## src/design/dual_adc_ctrl_defs.vh

```
// constants for the dual converter serial read-out and power control
`ifndef DUAL_ADC_CTRL_DEFS_VH
`define DUAL_ADC_CTRL_DEFS_VH

// serial frame edge counts (serial clock falling edges after select falls)
`define GLITCH_EDGES      6'h02
`define POWER_KEEP_EDGES  6'h0A
`define TRACK_EDGES       6'h0D
`define CONV_EDGES        6'h0E
`define WORD_EDGES        6'h10
`define DUAL_END_EDGES    6'h20

// power states
`define PWR_NORMAL        2'h0
`define PWR_PARTIAL       2'h1
`define PWR_FULL          2'h2

// result field layout
`define RESULT_W          12
`define FIFO_W            24
`define FIFO_DEPTH        16
`define FIFO_AW           4
`define FIFO_FULL         5'h10

// wake time from partial power-down, ns, and cycles at 25 ns clock
`define WAKE_TIME_NS      1000
`define CLK_PERIOD_NS     25
// wake count loaded into a 6-bit counter: 1000 ns / 25 ns = 40
`define WAKE_CYCLES       6'h28

`endif

```

## src/design/result_fifo.v

```verilog
// parameterised flip-flop fifo with valid/ready on both sides
`timescale 1ns/10ps
module result_fifo #(
  parameter WIDTH = 24,
  parameter DEPTH = 16,
  parameter AW    = 4
) (
  // clock and reset
  input  wire             ref_clk_i,
  input  wire             resetn_i,
  input  wire             clk_en_i,
  // fill side
  input  wire             in_valid_i,
  output wire             in_ready_o,
  input  wire [WIDTH-1:0] in_data_i,
  // drain side
  output wire             out_valid_o,
  input  wire             out_ready_i,
  output wire [WIDTH-1:0] out_data_o
);

  reg [WIDTH-1:0] mem [0:DEPTH-1];
  reg [AW-1:0]    wr_ptr;
  reg [AW-1:0]    rd_ptr;
  reg [AW:0]      count;
  wire            do_wr;
  wire            do_rd;

  assign in_ready_o  = (count != DEPTH[AW:0]);
  assign out_valid_o = (count != {(AW+1){1'b0}});
  assign out_data_o  = mem[rd_ptr];
  assign do_wr       = in_valid_i && in_ready_o;
  assign do_rd       = out_valid_o && out_ready_i;

  always @(posedge ref_clk_i) begin
    if (!resetn_i) begin
      wr_ptr <= {AW{1'b0}};
      rd_ptr <= {AW{1'b0}};
      count  <= {(AW+1){1'b0}};
    end else if (clk_en_i) begin
      if (do_wr) begin
        mem[wr_ptr] <= in_data_i;
        wr_ptr      <= wr_ptr + 1'b1;
      end
      if (do_rd)
        rd_ptr <= rd_ptr + 1'b1;
      if (do_wr && !do_rd)
        count <= count + 1'b1;
      else if (do_rd && !do_wr)
        count <= count - 1'b1;
    end
  end

endmodule // result_fifo

```

## src/design/dual_adc_serial_power_ctrl.v

```verilog
// serial read-out and power-mode control of a dual sampling converter
`timescale 1ns/10ps
`include "dual_adc_ctrl_defs.vh"
module dual_adc_serial_power_ctrl (
  // clock, reset, enable
  input  wire        ref_clk_i,
  input  wire        resetn_i,
  input  wire        clk_en_i,
  // serial link pins
  input  wire        chip_sel_n_i,
  input  wire        sclk_i,
  input  wire        serial_out_first_i,
  output reg         serial_out_first_o,
  output reg         serial_out_first_oe_n_o,
  input  wire        serial_out_second_i,
  output reg         serial_out_second_o,
  output reg         serial_out_second_oe_n_o,
  // configuration pins
  input  wire        input_config_select_i,
  input  wire [2:0]  channel_pair_select_i,
  input  wire        range_select_i,
  // converter core results, raw offset binary
  input  wire [11:0] conv_a_data_i,
  input  wire [11:0] conv_b_data_i,
  output reg         conv_in_ready_o,
  input  wire        conv_in_valid_i,
  // analog control
  output reg         track_hold_o,
  output reg         conv_start_o,
  output reg         conv_abort_o,
  output reg         analog_power_o,
  output reg         ref_power_o,
  output reg         powered_o,
  output reg  [1:0]  power_state_o,
  output reg         cfg_single_o,
  output reg  [2:0]  cfg_channel_o,
  output reg         cfg_range_o
);

  // ----------------------------------------
  // pin synchronisers
  // ----------------------------------------
  reg [1:0] cs_sync;
  reg [1:0] sck_sync;
  reg       cs_d;
  reg       sck_d;
  wire      cs_fall;
  wire      cs_rise;
  wire      sck_fall;
  wire      sck_rise;

  always @(posedge ref_clk_i) begin
    if (!resetn_i) begin
      cs_sync  <= 2'h3;
      sck_sync <= 2'h3;
      cs_d     <= 1'b1;
      sck_d    <= 1'b1;
    end else if (clk_en_i) begin
      cs_sync  <= {cs_sync[0], chip_sel_n_i};
      sck_sync <= {sck_sync[0], sclk_i};
      cs_d     <= cs_sync[1];
      sck_d    <= sck_sync[1];
    end
  end

  assign cs_fall  = cs_d && !cs_sync[1];
  assign cs_rise  = !cs_d && cs_sync[1];
  assign sck_fall = sck_d && !sck_sync[1] && !cs_sync[1];
  assign sck_rise = !sck_d && sck_sync[1] && !cs_sync[1];

  // ----------------------------------------
  // result coding
  // ----------------------------------------
  function [11:0] code_word;
    input [11:0] raw;
    input        single;
    input        pseudo;
    input        range2;
    begin
      if ((single || pseudo) && !range2)
        code_word = raw;
      else
        code_word = {~raw[11], raw[10:0]};
    end
  endfunction

  // ----------------------------------------
  // result fifo between core and shifter
  // ----------------------------------------
  wire        fifo_valid;
  wire [23:0] fifo_data;
  reg         fifo_pop;

  // ----------------------------------------
  // registered input ready
  // ----------------------------------------
  // occupancy mirror so that the ready pin comes straight from a flop
  reg  [4:0]  fill;
  reg  [4:0]  next_fill;
  wire        fill_push;
  wire        fill_pop;

  assign fill_push = conv_in_valid_i && conv_in_ready_o;
  assign fill_pop  = fifo_pop && fifo_valid;

  always @* begin
    next_fill = fill;
    if (fill_push && !fill_pop)
      next_fill = fill + 5'h01;
    else if (fill_pop && !fill_push)
      next_fill = fill - 5'h01;
  end

  always @(posedge ref_clk_i) begin
    if (!resetn_i) begin
      fill            <= 5'h00;
      conv_in_ready_o <= 1'b1;
    end else if (clk_en_i) begin
      fill            <= next_fill;
      conv_in_ready_o <= (next_fill != `FIFO_FULL);
    end
  end

  result_fifo #(
    .WIDTH (`FIFO_W),
    .DEPTH (`FIFO_DEPTH),
    .AW    (`FIFO_AW)
  ) u_fifo (
    .ref_clk_i   (ref_clk_i),
    .resetn_i    (resetn_i),
    .clk_en_i    (clk_en_i),
    .in_valid_i  (fill_push),
    .in_ready_o  (),
    .in_data_i   ({conv_a_data_i, conv_b_data_i}),
    .out_valid_o (fifo_valid),
    .out_ready_i (fifo_pop),
    .out_data_o  (fifo_data)
  );

  // ----------------------------------------
  // frame and power control
  // ----------------------------------------
  reg  [5:0]  edge_cnt;
  reg         active;
  reg         frame_wake;
  reg  [15:0] shift_a;
  reg  [15:0] shift_b;
  reg  [11:0] word_a;
  reg  [11:0] word_b;
  reg  [5:0]  wake_cnt;
  reg         cur_single;
  reg         cur_pseudo;
  reg         cur_range;
  wire        coded_pseudo;

  assign coded_pseudo = !cfg_single_o && cfg_channel_o[0];

  always @(posedge ref_clk_i) begin
    if (!resetn_i) begin
      edge_cnt                 <= 6'h00;
      active                   <= 1'b0;
      frame_wake               <= 1'b0;
      shift_a                  <= 16'h0000;
      shift_b                  <= 16'h0000;
      word_a                   <= 12'h000;
      word_b                   <= 12'h000;
      wake_cnt                 <= 6'h00;
      cur_single               <= 1'b1;
      cur_pseudo               <= 1'b0;
      cur_range                <= 1'b0;
      fifo_pop                 <= 1'b0;
      serial_out_first_o       <= 1'b0;
      serial_out_second_o      <= 1'b0;
      serial_out_first_oe_n_o  <= 1'b1;
      serial_out_second_oe_n_o <= 1'b1;
      track_hold_o             <= 1'b0;
      conv_start_o             <= 1'b0;
      conv_abort_o             <= 1'b0;
      analog_power_o           <= 1'b1;
      ref_power_o              <= 1'b1;
      powered_o                <= 1'b1;
      power_state_o            <= `PWR_NORMAL;
      cfg_single_o             <= 1'b1;
      cfg_channel_o            <= 3'h0;
      cfg_range_o              <= 1'b0;
    end else if (clk_en_i) begin
      conv_start_o <= 1'b0;
      conv_abort_o <= 1'b0;
      fifo_pop     <= 1'b0;
      if (wake_cnt != 6'h00)
        wake_cnt <= wake_cnt - 6'h01;
      else if (power_state_o == `PWR_NORMAL && !active)
        powered_o <= 1'b1;
      if (cs_fall) begin
        track_hold_o             <= 1'b1;
        conv_start_o             <= 1'b1;
        active                   <= 1'b1;
        edge_cnt                 <= 6'h00;
        frame_wake               <= (power_state_o != `PWR_NORMAL);
        serial_out_first_oe_n_o  <= 1'b0;
        serial_out_second_oe_n_o <= 1'b0;
        serial_out_first_o       <= 1'b0;
        serial_out_second_o      <= 1'b0;
        analog_power_o           <= 1'b1;
        ref_power_o              <= 1'b1;
        cur_single               <= cfg_single_o;
        cur_pseudo               <= coded_pseudo;
        cur_range                <= cfg_range_o;
        cfg_single_o             <= input_config_select_i;
        cfg_channel_o            <= channel_pair_select_i;
        cfg_range_o              <= range_select_i;
      end else if (cs_rise && active) begin
        active                   <= 1'b0;
        track_hold_o             <= 1'b0;
        serial_out_first_oe_n_o  <= 1'b1;
        serial_out_second_oe_n_o <= 1'b1;
        if (edge_cnt < `CONV_EDGES)
          conv_abort_o <= 1'b1;
        if (edge_cnt < `GLITCH_EDGES) begin
          if (power_state_o == `PWR_PARTIAL)
            analog_power_o <= 1'b0;
          else if (power_state_o == `PWR_FULL) begin
            analog_power_o <= 1'b0;
            ref_power_o    <= 1'b0;
          end
        end else if (edge_cnt < `POWER_KEEP_EDGES) begin
          if (power_state_o == `PWR_NORMAL) begin
            power_state_o  <= `PWR_PARTIAL;
            analog_power_o <= 1'b0;
            powered_o      <= 1'b0;
          end else begin
            power_state_o  <= `PWR_FULL;
            analog_power_o <= 1'b0;
            ref_power_o    <= 1'b0;
            powered_o      <= 1'b0;
          end
        end
      end else if (active && sck_rise) begin
        if (edge_cnt == `TRACK_EDGES)
          track_hold_o <= 1'b0;
      end else if (active && sck_fall) begin
        edge_cnt <= edge_cnt + 6'h01;
        if (edge_cnt == 6'h00) begin
          serial_out_first_o  <= 1'b0;
          serial_out_second_o <= 1'b1;
          shift_a <= {code_word(fifo_data[23:12], cur_single, cur_pseudo, cur_range), 4'h0};
          shift_b <= {code_word(fifo_data[11:0], cur_single, cur_pseudo, cur_range), 4'h0};
          word_a  <= code_word(fifo_data[23:12], cur_single, cur_pseudo, cur_range);
          word_b  <= code_word(fifo_data[11:0], cur_single, cur_pseudo, cur_range);
          fifo_pop <= fifo_valid;
        end else if (edge_cnt == (`WORD_EDGES - 6'h01)) begin
          serial_out_first_o  <= 1'b0;
          serial_out_second_o <= 1'b0;
          shift_a <= {word_b, 4'h0};
          shift_b <= {word_a, 4'h0};
        end else if (edge_cnt == `WORD_EDGES) begin
          serial_out_first_o  <= 1'b1;
          serial_out_second_o <= 1'b0;
        end else if (edge_cnt == (`DUAL_END_EDGES - 6'h01)) begin
          serial_out_first_oe_n_o  <= 1'b1;
          serial_out_second_oe_n_o <= 1'b1;
          edge_cnt <= `DUAL_END_EDGES;
        end else if (edge_cnt < `DUAL_END_EDGES) begin
          serial_out_first_o  <= shift_a[15];
          serial_out_second_o <= shift_b[15];
          shift_a <= {shift_a[14:0], 1'b0};
          shift_b <= {shift_b[14:0], 1'b0};
        end else begin
          edge_cnt <= `DUAL_END_EDGES;
        end
        if (edge_cnt == (`POWER_KEEP_EDGES - 6'h01) && frame_wake) begin
          power_state_o <= `PWR_NORMAL;
          wake_cnt      <= `WAKE_CYCLES;
        end
      end
    end
  end

endmodule // dual_adc_serial_power_ctrl

```

## config.mk

```make
export PLATFORM = sky130hd
export DESIGN_NAME = dual_adc_serial_power_ctrl
export DESIGN_NICKNAME = d
export VERILOG_FILES = /design/src/design/result_fifo.v /design/src/design/dual_adc_serial_power_ctrl.v
export VERILOG_INCLUDE_DIRS = /design/src /design/src/design
export SDC_FILE = /design/constraint.sdc
export NUM_CORES = 1
export LEC_CHECK = 0
export ABC_CLOCK_PERIOD_IN_PS = 4700
export BUFFER_PORTS_ARGS = -buffer_cell sky130_fd_sc_hd__buf_2
export CAP_MARGIN = 30
export CORE_UTILIZATION = 60
export CTS_CLUSTER_DIAMETER = 100
export DETAILED_ROUTE_END_ITERATION = 10
export GPL_ROUTABILITY_DRIVEN = 0
export PLACE_DENSITY = 0.77
export SKIP_LAST_GASP = 1
export SYNTH_ARGS = -nofsm -noshare
export SYNTH_HDL_FRONTEND = slang
export SYNTH_SLANG_ARGS = --single-unit
```

## constraint.sdc

```tcl
create_clock -name ref_clk_i -period 4.7 [get_ports ref_clk_i]
set_clock_uncertainty 0.15 [all_clocks]
set_input_delay 0.235 -clock ref_clk_i [delete_from_list [all_inputs] [get_ports ref_clk_i]]
set_output_delay 0.235 -clock ref_clk_i [all_outputs]
set_load 0.01 [all_outputs]
```

==> out/results.tsv, run 1 <==
metric	value	unit
Final min period	3.09	ns
Worst-path clk slew	0.06	ns
first-pass GRT wire length	65700	um
Post-synth top flop	edfxtp_1	
ANT nets after route	0	
clock buffer count from CTS	47	
Worst setup SP type	flip-flop	
cell area after layout	22800	um^2
area leader, netlist	edfxtp_1	
Setup CP Type	flip-flop to flip-flop	
synthesized area	19900	um^2
Synth top area share	57.8	%
detailed-route via count	11400	
area grow syn2layout	14.4	%
Tot Pwr	8.95	mW
Fin Hold WS	0.0625	ns
Finish-stage setup viols	0	
most common cell in the netlist	edfxtp_1	
Internal Pwr Total	7.06	mW
H-tree Lvls	2	
RSZ-0062 raised after global routing	false	
Max Cap Viol	0	
NetSw	1.89	mW
placed insts	1694	
Syn Nets	1309	
DRT iter0 DRCs	1222	
CP Data Arrival Time	3.38	ns
max_slew headroom	26.8	%
worst vdd rail ir drop	331	uV
I/O Buffers	52	
HP Start	conv_in_valid_i	
CTS tree	yes	
yosys warns	0	
diodes inserted	0	
Pins Over Slew Limit	0	
fmax	0.324	GHz
Cells after Synth	1251	
Fill cells	2034	
CP startpoint	u_fifo.count[0]$_SDFFE_PN0P_	
number of synthesized register bits	495	
core area	32600	um^2
antenna violations before repair	0	
crit end category	flip-flop	
drt wl/cell	23.9	um
Resize count post-CTS	0	
setup bufs post-CTS	0	
Pleak	7.24	nW
crit share post-route	65.7	%
Syn Area/Cell	15.9	um^2
height of the die	184	um
I/O pin total	55	
Crit Reg-Reg Startpoint	u_fifo.count[0]$_SDFFE_PN0P_	
post-DP HPWL	24200	um
row cnt	66	
worst-skew pair later-pin latency	0.58	ns
number of synthesized flops with an enable pin	384	
drt drc	0	
CP Max Fanout	16	
TritonRoute pass-1 iters	6	
die width	184	um
Non-Filler Instances	1813	
placed cell areas	21000	um^2
synth unique cells	61	
CTS root buf	clkbuf_16	
Reg power frac	53.6	%
Num Clock Sinks	495	
Congestion Overflow GR	0	
GRT Total Usage	26.4	%
register area share after synthesis	68.9	%
Combinational Power Share	4.5	%
total wire length	43300	um
nets	1391	
Final Hold Fails	0	
Power Dens Cells	392	nW/um^2
Clk pwr share	41.8	%
synth cell count leaders	384 x edfxtp_1, 159 x nand2_1, 119 x mux4_2	
die area	34000	um^2
CTS max path bufs	3	
vias in the first global route	11200	
Hold Crit Class	primary input to flip-flop	
Starting Density	61.2	%
worst-margin pin slew	1.10	ns
via-per-instance ratio	6.29	
Critical Path RT	4.99	ns
Area contributors post-synth	edfxtp_1 58%, mux4_2 13%, dfxtp_1 11%	
asr flop ratio synth	0	%
layout cells sized above 1	21.6	%
status	finished clean	
switching share of power	21.1	%
setup TNS	0	ns
largest net degree at the start of global routing	65	
critical path: stages, from the launching register on:
cell and delay (ns):
dfxtp_1 0.36, or4_4 0.58, o21a_4 0.29, clkinv_4 0.09, ha_1 0.13, inv_1 0.11, fa_1 0.47, a21o_1 0.17
a21oi_1 0.17, xnor2_1 0.14, nand2_1 0.08, xor2_1 0.16, nor2_1 0.05
power by group through the flow:
stage                     clock, mW  sequential, mW  combinational, mW
after floorplan                   0            4.89              0.264
after global placement            0            4.89              0.365
after detailed placement          0            4.89              0.382
after CTS                      3.79            4.80              0.405
after global routing           3.97            4.81              0.457
final                          3.74            4.80              0.406
registers in the layout, indices dropped and copies added, names as in the netlist, 5 cells and up, named ones only:
name	cells
word_a	12
u_fifo.count	5
u_fifo.mem	384
shift_a	12
shift_b	12
edge_cnt	6
wake_cnt	6
word_b	12
fill	5
kinds of logic (layout without fill, tap and decap cells):
logic type      Yosys count  after routing  share of synthesized area (%)
fa+ha+maj                21             21                           1.35
buf+inv                  96            216                           2.19
xor+xnor                 19             19                          0.834
flops                   495            495                           68.9
mux                     133            133                           14.1
simple gates            328            328                           7.42
compound gates          159            159                           5.11
placed cells by master, fill, tap and decap left out, drive strengths merged, types with 4 or more instances in the layout:
cell type / count
nor3: 14
edfxtp: 384
mux2i: 13
a22oi: 7
ha: 20
o2111ai: 22
o21ai: 43
a21oi: 56
xor2: 10
nand2: 159
xnor2: 9
buf: 80
inv: 17
clkinv: 14
or3: 4
a21o: 4
nor2: 60
mux4: 119
nor3b: 5
a211oi: 6
clkbuf: 68
dfxtp: 111
and3: 4
dlygate4sd3: 32
nand2b: 8
nor2b: 5
nand4: 6
nand3b: 4
nand3: 43
path summary, 6_finish.rpt:
path | endpoint | slack, ns | cells after the start
worst min register to register | shift_b[10]$_SDFFE_PN0P_ | 0.30 | 2
worst max register to register | u_fifo.count[4]$_SDFFE_PN0P_ | 1.61 | 12
worst max-delay path | u_fifo.count[4]$_SDFFE_PN0P_ | 1.61 | 12
worst min-delay path | fill[0]$_SDFFE_PN0P_ | 0.06 | 5
metal layers:
metal	GRT usage, %	share of wire [%]	vias to the layer above
met5	0	0	-
met3	4.56	8.1	102
met1	35.8	39	5714
li1	-	-	5021
met2	42.9	49	565
met4	10.9	3.9	0
final cells by class:
cell class,count,area (um^2),share of cell area (%)
clock buffer,68,1330,5.81
clock inverter,19,205,0.899
inverter,17,68.8,0.301
multi-input combinational,660,5880,25.8
sequential,495,13800,60.3
tap,442,553,2.42
timing repair buffer,112,1030,4.51
what timing repair did:
action / CTS / global route
endpoints found under the hold margin: 394 / 0
hold buffers: 32 / 0
endpoints found under the setup margin: 0 / 0
per-stage QoR:
step                setup WS (ns)  utilization, %
finish                       1.61            70.0
global route                 1.44            70.0
CTS                          1.61            70.0
detailed placement           1.64            64.3
global placement             1.62            63.4
floorplan                    1.20               -
Power figures use the tool's default switching activity.
==> inputs of run 2 (changes only) <==
- ABC_CLOCK_PERIOD_IN_PS: 4700 -> 2600
- CORE_UTILIZATION: 60 -> 56
- PLACE_DENSITY: 0.77 -> 0.76
- clock period: 4.7 -> 2.6 ns (I/O delays scaled with it)
==> out/results.tsv, run 2 (synthesized netlist as in run 1, its figures left out) <==
metric	value	unit	change
Reg power frac	52.4	%	-1.2 points
Hold Crit Class	primary input to flip-flop		
layout cells sized above 1	25.9	%	+4.3 points
H-tree Lvls	2		unchanged
Reg with most FFs	u_fifo.mem		
drt wl/cell	23.7	um	-0.92%
crit share post-route	103	%	+37 points
Fin Hold WS	0.0865	ns	+0.0240 ns
Starting Density	57.3	%	-3.8 points
Power Dens Cells	704	nW/um^2	+80%
Internal Pwr Total	13.0	mW	+84%
I/O Buffers	52		unchanged
worst setup margin	-0.0805	ns	-1.69 ns
I/O pin total	55		unchanged
Final min period	2.68	ns	-0.409 ns
cell area after layout	23500	um^2	+3.0%
row cnt	68		+3.0%
clock buffer count from CTS	48		+2.1%
GRT Total Usage	25.3	%	-1.1 points
core area	34800	um^2	+6.7%
NetSw	3.53	mW	+87%
die width	191	um	+3.5%
Max Cap Viol	0		unchanged
fmax	0.373	GHz	+15%
via-per-instance ratio	6.16		-2.0%
Pins Over Slew Limit	0		unchanged
height of the die	191	um	+3.5%
setup TNS	-0.0805	ns	-0.0805 ns
met2 WL	22600	um	+6.4%
RSZ-0062 raised after global routing	true		
total wire length	44500	um	+2.9%
ANT nets after route	0		unchanged
die area	36400	um^2	+7.1%
CTS root buf	clkbuf_16		
placed cell areas	21500	um^2	+2.4%
worst-margin pin slew	0.722	ns	-0.374 ns
failing checks	negative setup slack		
worst-skew pair later-pin latency	0.58	ns	about the same
worst vdd rail ir drop	703	uV	+110%
Critical Path RT	2.89	ns	-2.10 ns
drt drc	0		unchanged
vias in the first global route	11600		+3.7%
CP Data Arrival Time	2.97	ns	-0.41 ns
DP Worst Slack	-0.196	ns	-1.83 ns
CP Max Fanout	4		-12
M1 WL	17800	um	+5.5%
largest net degree at the start of global routing	65		unchanged
nets	1445		+3.9%
Pleak	7.58	nW	+4.6%
max_slew headroom	51.9	%	+25 points
crit end category	flip-flop		
Combinational Power Share	5.0	%	+0.5 points
Worst-path clk slew	0.06	ns	about the same
status	finished, violations left		
CTS max path bufs	3		unchanged
TritonRoute pass-1 iters	5		-1
Final Hold Fails	0		unchanged
first-pass GRT wire length	68200	um	+3.9%
Setup CP Type	flip-flop to flip-flop		
top routing layer used	met4		
most frequent cells in the layout	384 x edfxtp_1, 159 x nand2_1, 119 x mux4_2		
Congestion Overflow GR	0		unchanged
max FFs per register	384		unchanged
antenna violations before repair	1		+1
DRT iter0 DRCs	1136		-7.0%
detailed-route via count	11600		+1.8%
Worst setup SP type	flip-flop		
CTS tree	yes		
DR WL met3	2820	um	-19%
area grow syn2layout	17.9	%	
Num Clock Sinks	495		unchanged
Finish-stage setup viols	1		+1
post-DP HPWL	26900	um	+11%
Clk pwr share	42.5	%	+0.7 points
switching share of power	21.3	%	+0.19 points
commonest non-fill, non-tap cell in the layout	edfxtp_1		
[run 2: cell count changes in the layout (fill, tap and decap cells not counted), moves of 3 or more]
cell,previous run,this run
buf_4,12,58
clkinv_2,2,13
clkbuf_1,15,11
clkinv_1,9,5
nor3_2,5,1
nor3_4,0,4
buf_12,11,14
buf_16,5,8
ha_1,20,17
ha_4,0,3
[run 2: critical path, cell delays in order, from the launching register on]
cell and delay, ns:
dfxtp_2 0.32, or4_4 0.54, o21a_4 0.23, clkinv_4 0.05, ha_4 0.13, inv_4 0.05
fa_2 0.33, a21o_1 0.18, a21oi_2 0.15, xnor2_1 0.13, nand2_1 0.08, xor2_1 0.17
nor2_1 0.06
[run 2: area by class of cell]
class / instances / area (um^2)
Sequential cell: 495 / 13800
Fill cell: 2233 / 11300
Multi-Input combinational cell: 660 / 5970
Timing Repair Buffer: 165 / 1530
Clock buffer: 65 / 1350
Tap cell: 455 / 569
Clock inverter: 25 / 259
Inverter: 17 / 71.3
Antenna cell: 1 / 2.50
[run 2: through the flow]
stage	power (mW)	std cells	util, %
after detailed placement	9.60	1755	61.7
after floorplan	9.31	1251	-
after CTS	16.6	1880	67.4
after global placement	9.56	1747	61.1
final	16.5	1883	67.6
after global routing	17.0	1883	67.6
[run 2: per-layer routing]
layer	vias to the layer above	GRT usage [%]
li1	5123	-
met1	5924	33.3
met2	463	43.0
met3	98	3.83
met4	0	9.14
met5	-	0
[run 2: worst paths after layout]
kind                            startpoint                       endpoint  slack, ns  cells after the start
min                               resetn_i        cs_sync[0]$_SDFFE_PN1P_       0.09                      3
max reg2reg   u_fifo.count[2]$_SDFFE_PN0P_   u_fifo.count[4]$_SDFFE_PN0P_      -0.08                     12
max           u_fifo.count[2]$_SDFFE_PN0P_   u_fifo.count[4]$_SDFFE_PN0P_      -0.08                     12
min reg2reg  cfg_channel_o[1]$_SDFFE_PN0P_  cfg_channel_o[1]$_SDFFE_PN0P_       0.30                      2
[run 2: power groups by stage]
stage	clock network, mW	logic [mW]	registers (mW)
floorplan	0	0.478	8.83
global placement	0	0.725	8.84
detailed placement	0	0.758	8.84
CTS	7.12	0.823	8.67
global route	7.39	0.918	8.69
finish	7.04	0.833	8.68
[run 2: timing repair]
action	in CTS	in global routing
setup buffers	2	2
endpoints found under the setup margin	2	19
pin swaps	8	10
hold buffers	33	0
gates resized for setup	6	4
hold endpoints to repair	393	0
cloned	0	0
==> inputs of run 3 (changes only) <==
- CORE_UTILIZATION: 56 -> 55
- PLACE_DENSITY: 0.76 -> 0.74
==> out/results.tsv, run 3 (synthesized netlist as in run 1, its figures left out) <==
metric	value	unit	change
Multi-input gate area	5920	um^2	-0.80%
Worst-path clk slew	0.07	ns	about the same
Worst R2R Path Depth	12		unchanged
vias in the first global route	11500		-1.6%
ANT nets after route	0		unchanged
Combinational Power Share	4.9	%	about the same
DR WL met3	3110	um	+10%
cell area after layout	23400	um^2	-0.30%
failing checks	design-rule violations, negative setup slack		
Worst Hold End	u_fifo.mem[6][13]$_DFFE_PP_		
top routing layer used	met4		
clock buffer count from CTS	49		+2.1%
die area	37000	um^2	+1.8%
Final min period	2.63	ns	-0.0491 ns
core area	35700	um^2	+2.5%
max FFs per register	384		unchanged
status	finished, violations left		
antenna violations before repair	1		unchanged
DRT iter0 DRCs	1249		+9.9%
Setup CP Type	flip-flop to flip-flop		
Starting Density	55.9	%	-1.4 points
worst-skew pair later-pin latency	0.59	ns	about the same
Reg power frac	52.4	%	about the same
height of the die	192	um	+0.90%
Finish-stage setup viols	1		unchanged
fmax	0.380	GHz	+1.9%
CP startpoint	u_fifo.count[0]$_SDFFE_PN0P_		
max_slew headroom	55.3	%	+3.4 points
Worst setup SP type	flip-flop		
switching share of power	21.6	%	+0.29 points
met2 WL	22300	um	-1.3%
commonest non-fill, non-tap cell in the layout	edfxtp_1		
M1 WL	18100	um	+1.6%
crit end category	flip-flop		
Num Clock Sinks	495		unchanged
most frequent cells in the layout	384 x edfxtp_1, 159 x nand2_1, 119 x mux4_2		
worst setup margin	-0.0314	ns	+0.0491 ns
via-per-instance ratio	6.16		-0.10%
Reg area	13800	um^2	about the same
CTS tree	yes		
Pins Over Slew Limit	0		unchanged
Congestion Overflow GR	0		unchanged
Power Dens Cells	707	nW/um^2	+0.38%
total wire length	44700	um	+0.38%
Fill cells	2354		+5.4%
TritonRoute pass-1 iters	8		+3
worst-margin pin slew	0.662	ns	-0.0600 ns
post-DP HPWL	25400	um	-5.3%
area grow syn2layout	17.5	%	
Max Cap Viol	0		unchanged
drt drc	32		+32
detailed-route via count	11600		-0.052%
CTS max path bufs	3		unchanged
Pleak	7.51	nW	-0.88%
drt wl/cell	23.7	um	+0.32%
CP Max Fanout	4		unchanged
I/O Buffers	52		unchanged
Hold Crit Class	primary input to flip-flop		
Crit Reg-Reg Startpoint	u_fifo.count[0]$_SDFFE_PN0P_		
Clk pwr share	42.7	%	+0.2 points
worst vdd rail ir drop	687	uV	-2.3%
first-pass GRT wire length	67900	um	-0.54%
row cnt	69		+1.5%
placed cell areas	21400	um^2	-0.22%
GRT Total Usage	24.9	%	-0.46 points
NetSw	3.58	mW	+1.5%
HP Start	resetn_i		
r2r setup slk	-0.03	ns	+0.05 ns
largest net degree at the start of global routing	65		unchanged
die width	192	um	+0.90%
Tot Pwr	16.6	mW	about the same
RSZ-0062 raised after global routing	true		
reg-to-reg endpoint	u_fifo.count[4]$_SDFFE_PN0P_		
Internal Pwr Total	13.0	mW	-0.29%
Final Hold Fails	0		unchanged
nets	1441		-0.28%
layout cells sized above 1	24.9	%	-0.95 points
CP Data Arrival Time	2.94	ns	-0.03 ns
crit share post-route	101	%	-1.9 points
Worst Hold Depth	3		unchanged
CTS root buf	clkbuf_16		
Reg with most FFs	u_fifo.mem		
H-tree Lvls	2		unchanged
Critical Path RT	2.91	ns	+0.02 ns
I/O pin total	55		unchanged
run 3: cell type report:
cell class | instances | area share, %
sequential | 495 | 58.7
clock buffer | 61 | 5.47
timing repair buffer | 160 | 6.33
antenna | 2 | 0.0214
multi-input combinational | 660 | 25.3
clock inverter | 28 | 1.45
inverter | 17 | 0.294
tap | 461 | 2.46
run 3: worst max-delay path by stage:
stage,depth (start not counted),end
global route,12,u_fifo.count[4]$_SDFFE_PN0P_
floorplan,6,u_fifo.mem[15][0]$_DFFE_PP_
finish,12,u_fifo.count[4]$_SDFFE_PN0P_
global placement,12,u_fifo.count[4]$_SDFFE_PN0P_
CTS,12,u_fifo.count[4]$_SDFFE_PN0P_
detailed placement,12,u_fifo.count[4]$_SDFFE_PN0P_
run 3: metal layers:
layer  up-vias  GRT usage (%)
met1      5866           34.5
met2       517           40.9
met5         -              0
met3        94           3.82
li1       5125              -
met4         0           7.48
run 3: metrics by stage:
step	cells	setup slack (ns)	hold WS [ns]	TNS, ns	util (%)
after floorplan	1251	-0.263	0.0789	-89.79	-
after global placement	1751	-0.108	0.196	-0.899	59.8
after detailed placement	1756	-0.0922	0.206	-0.518	60.1
after CTS	1879	-0.0367	0.0283	-0.571	65.6
after global routing	1883	-0.183	0.0498	-0.236	65.7
final	1884	-0.0314	0.0466	-0.0314	65.7
run 3: power groups by stage:
stage	sequential (mW)	combinational, mW	clock [mW]
after floorplan	8.83	0.478	0
after detailed placement	8.84	0.755	0
after global placement	8.84	0.720	0
final	8.68	0.812	7.08
after CTS	8.67	0.810	7.19
after global routing	8.68	0.909	7.46
run 3: critical path, cell delays in order (launching register included):
cell and delay, ns:
dfxtp_1 0.31, or4_4 0.54, o21a_4 0.22, clkinv_4 0.04, ha_1 0.14, inv_2 0.06
fa_2 0.35, a21o_1 0.17, a21oi_2 0.14, xnor2_1 0.13, nand2_1 0.08, xor2_1 0.12
nor2_1 0.05
run 3: repair_timing:
action,in CTS,in global routing
resized for setup,1,1
endpoints found under the setup margin,25,28
pin swaps,2,1
endpoints found under the hold margin,393,0
hold buffers,33,0
buffers inserted,1,2
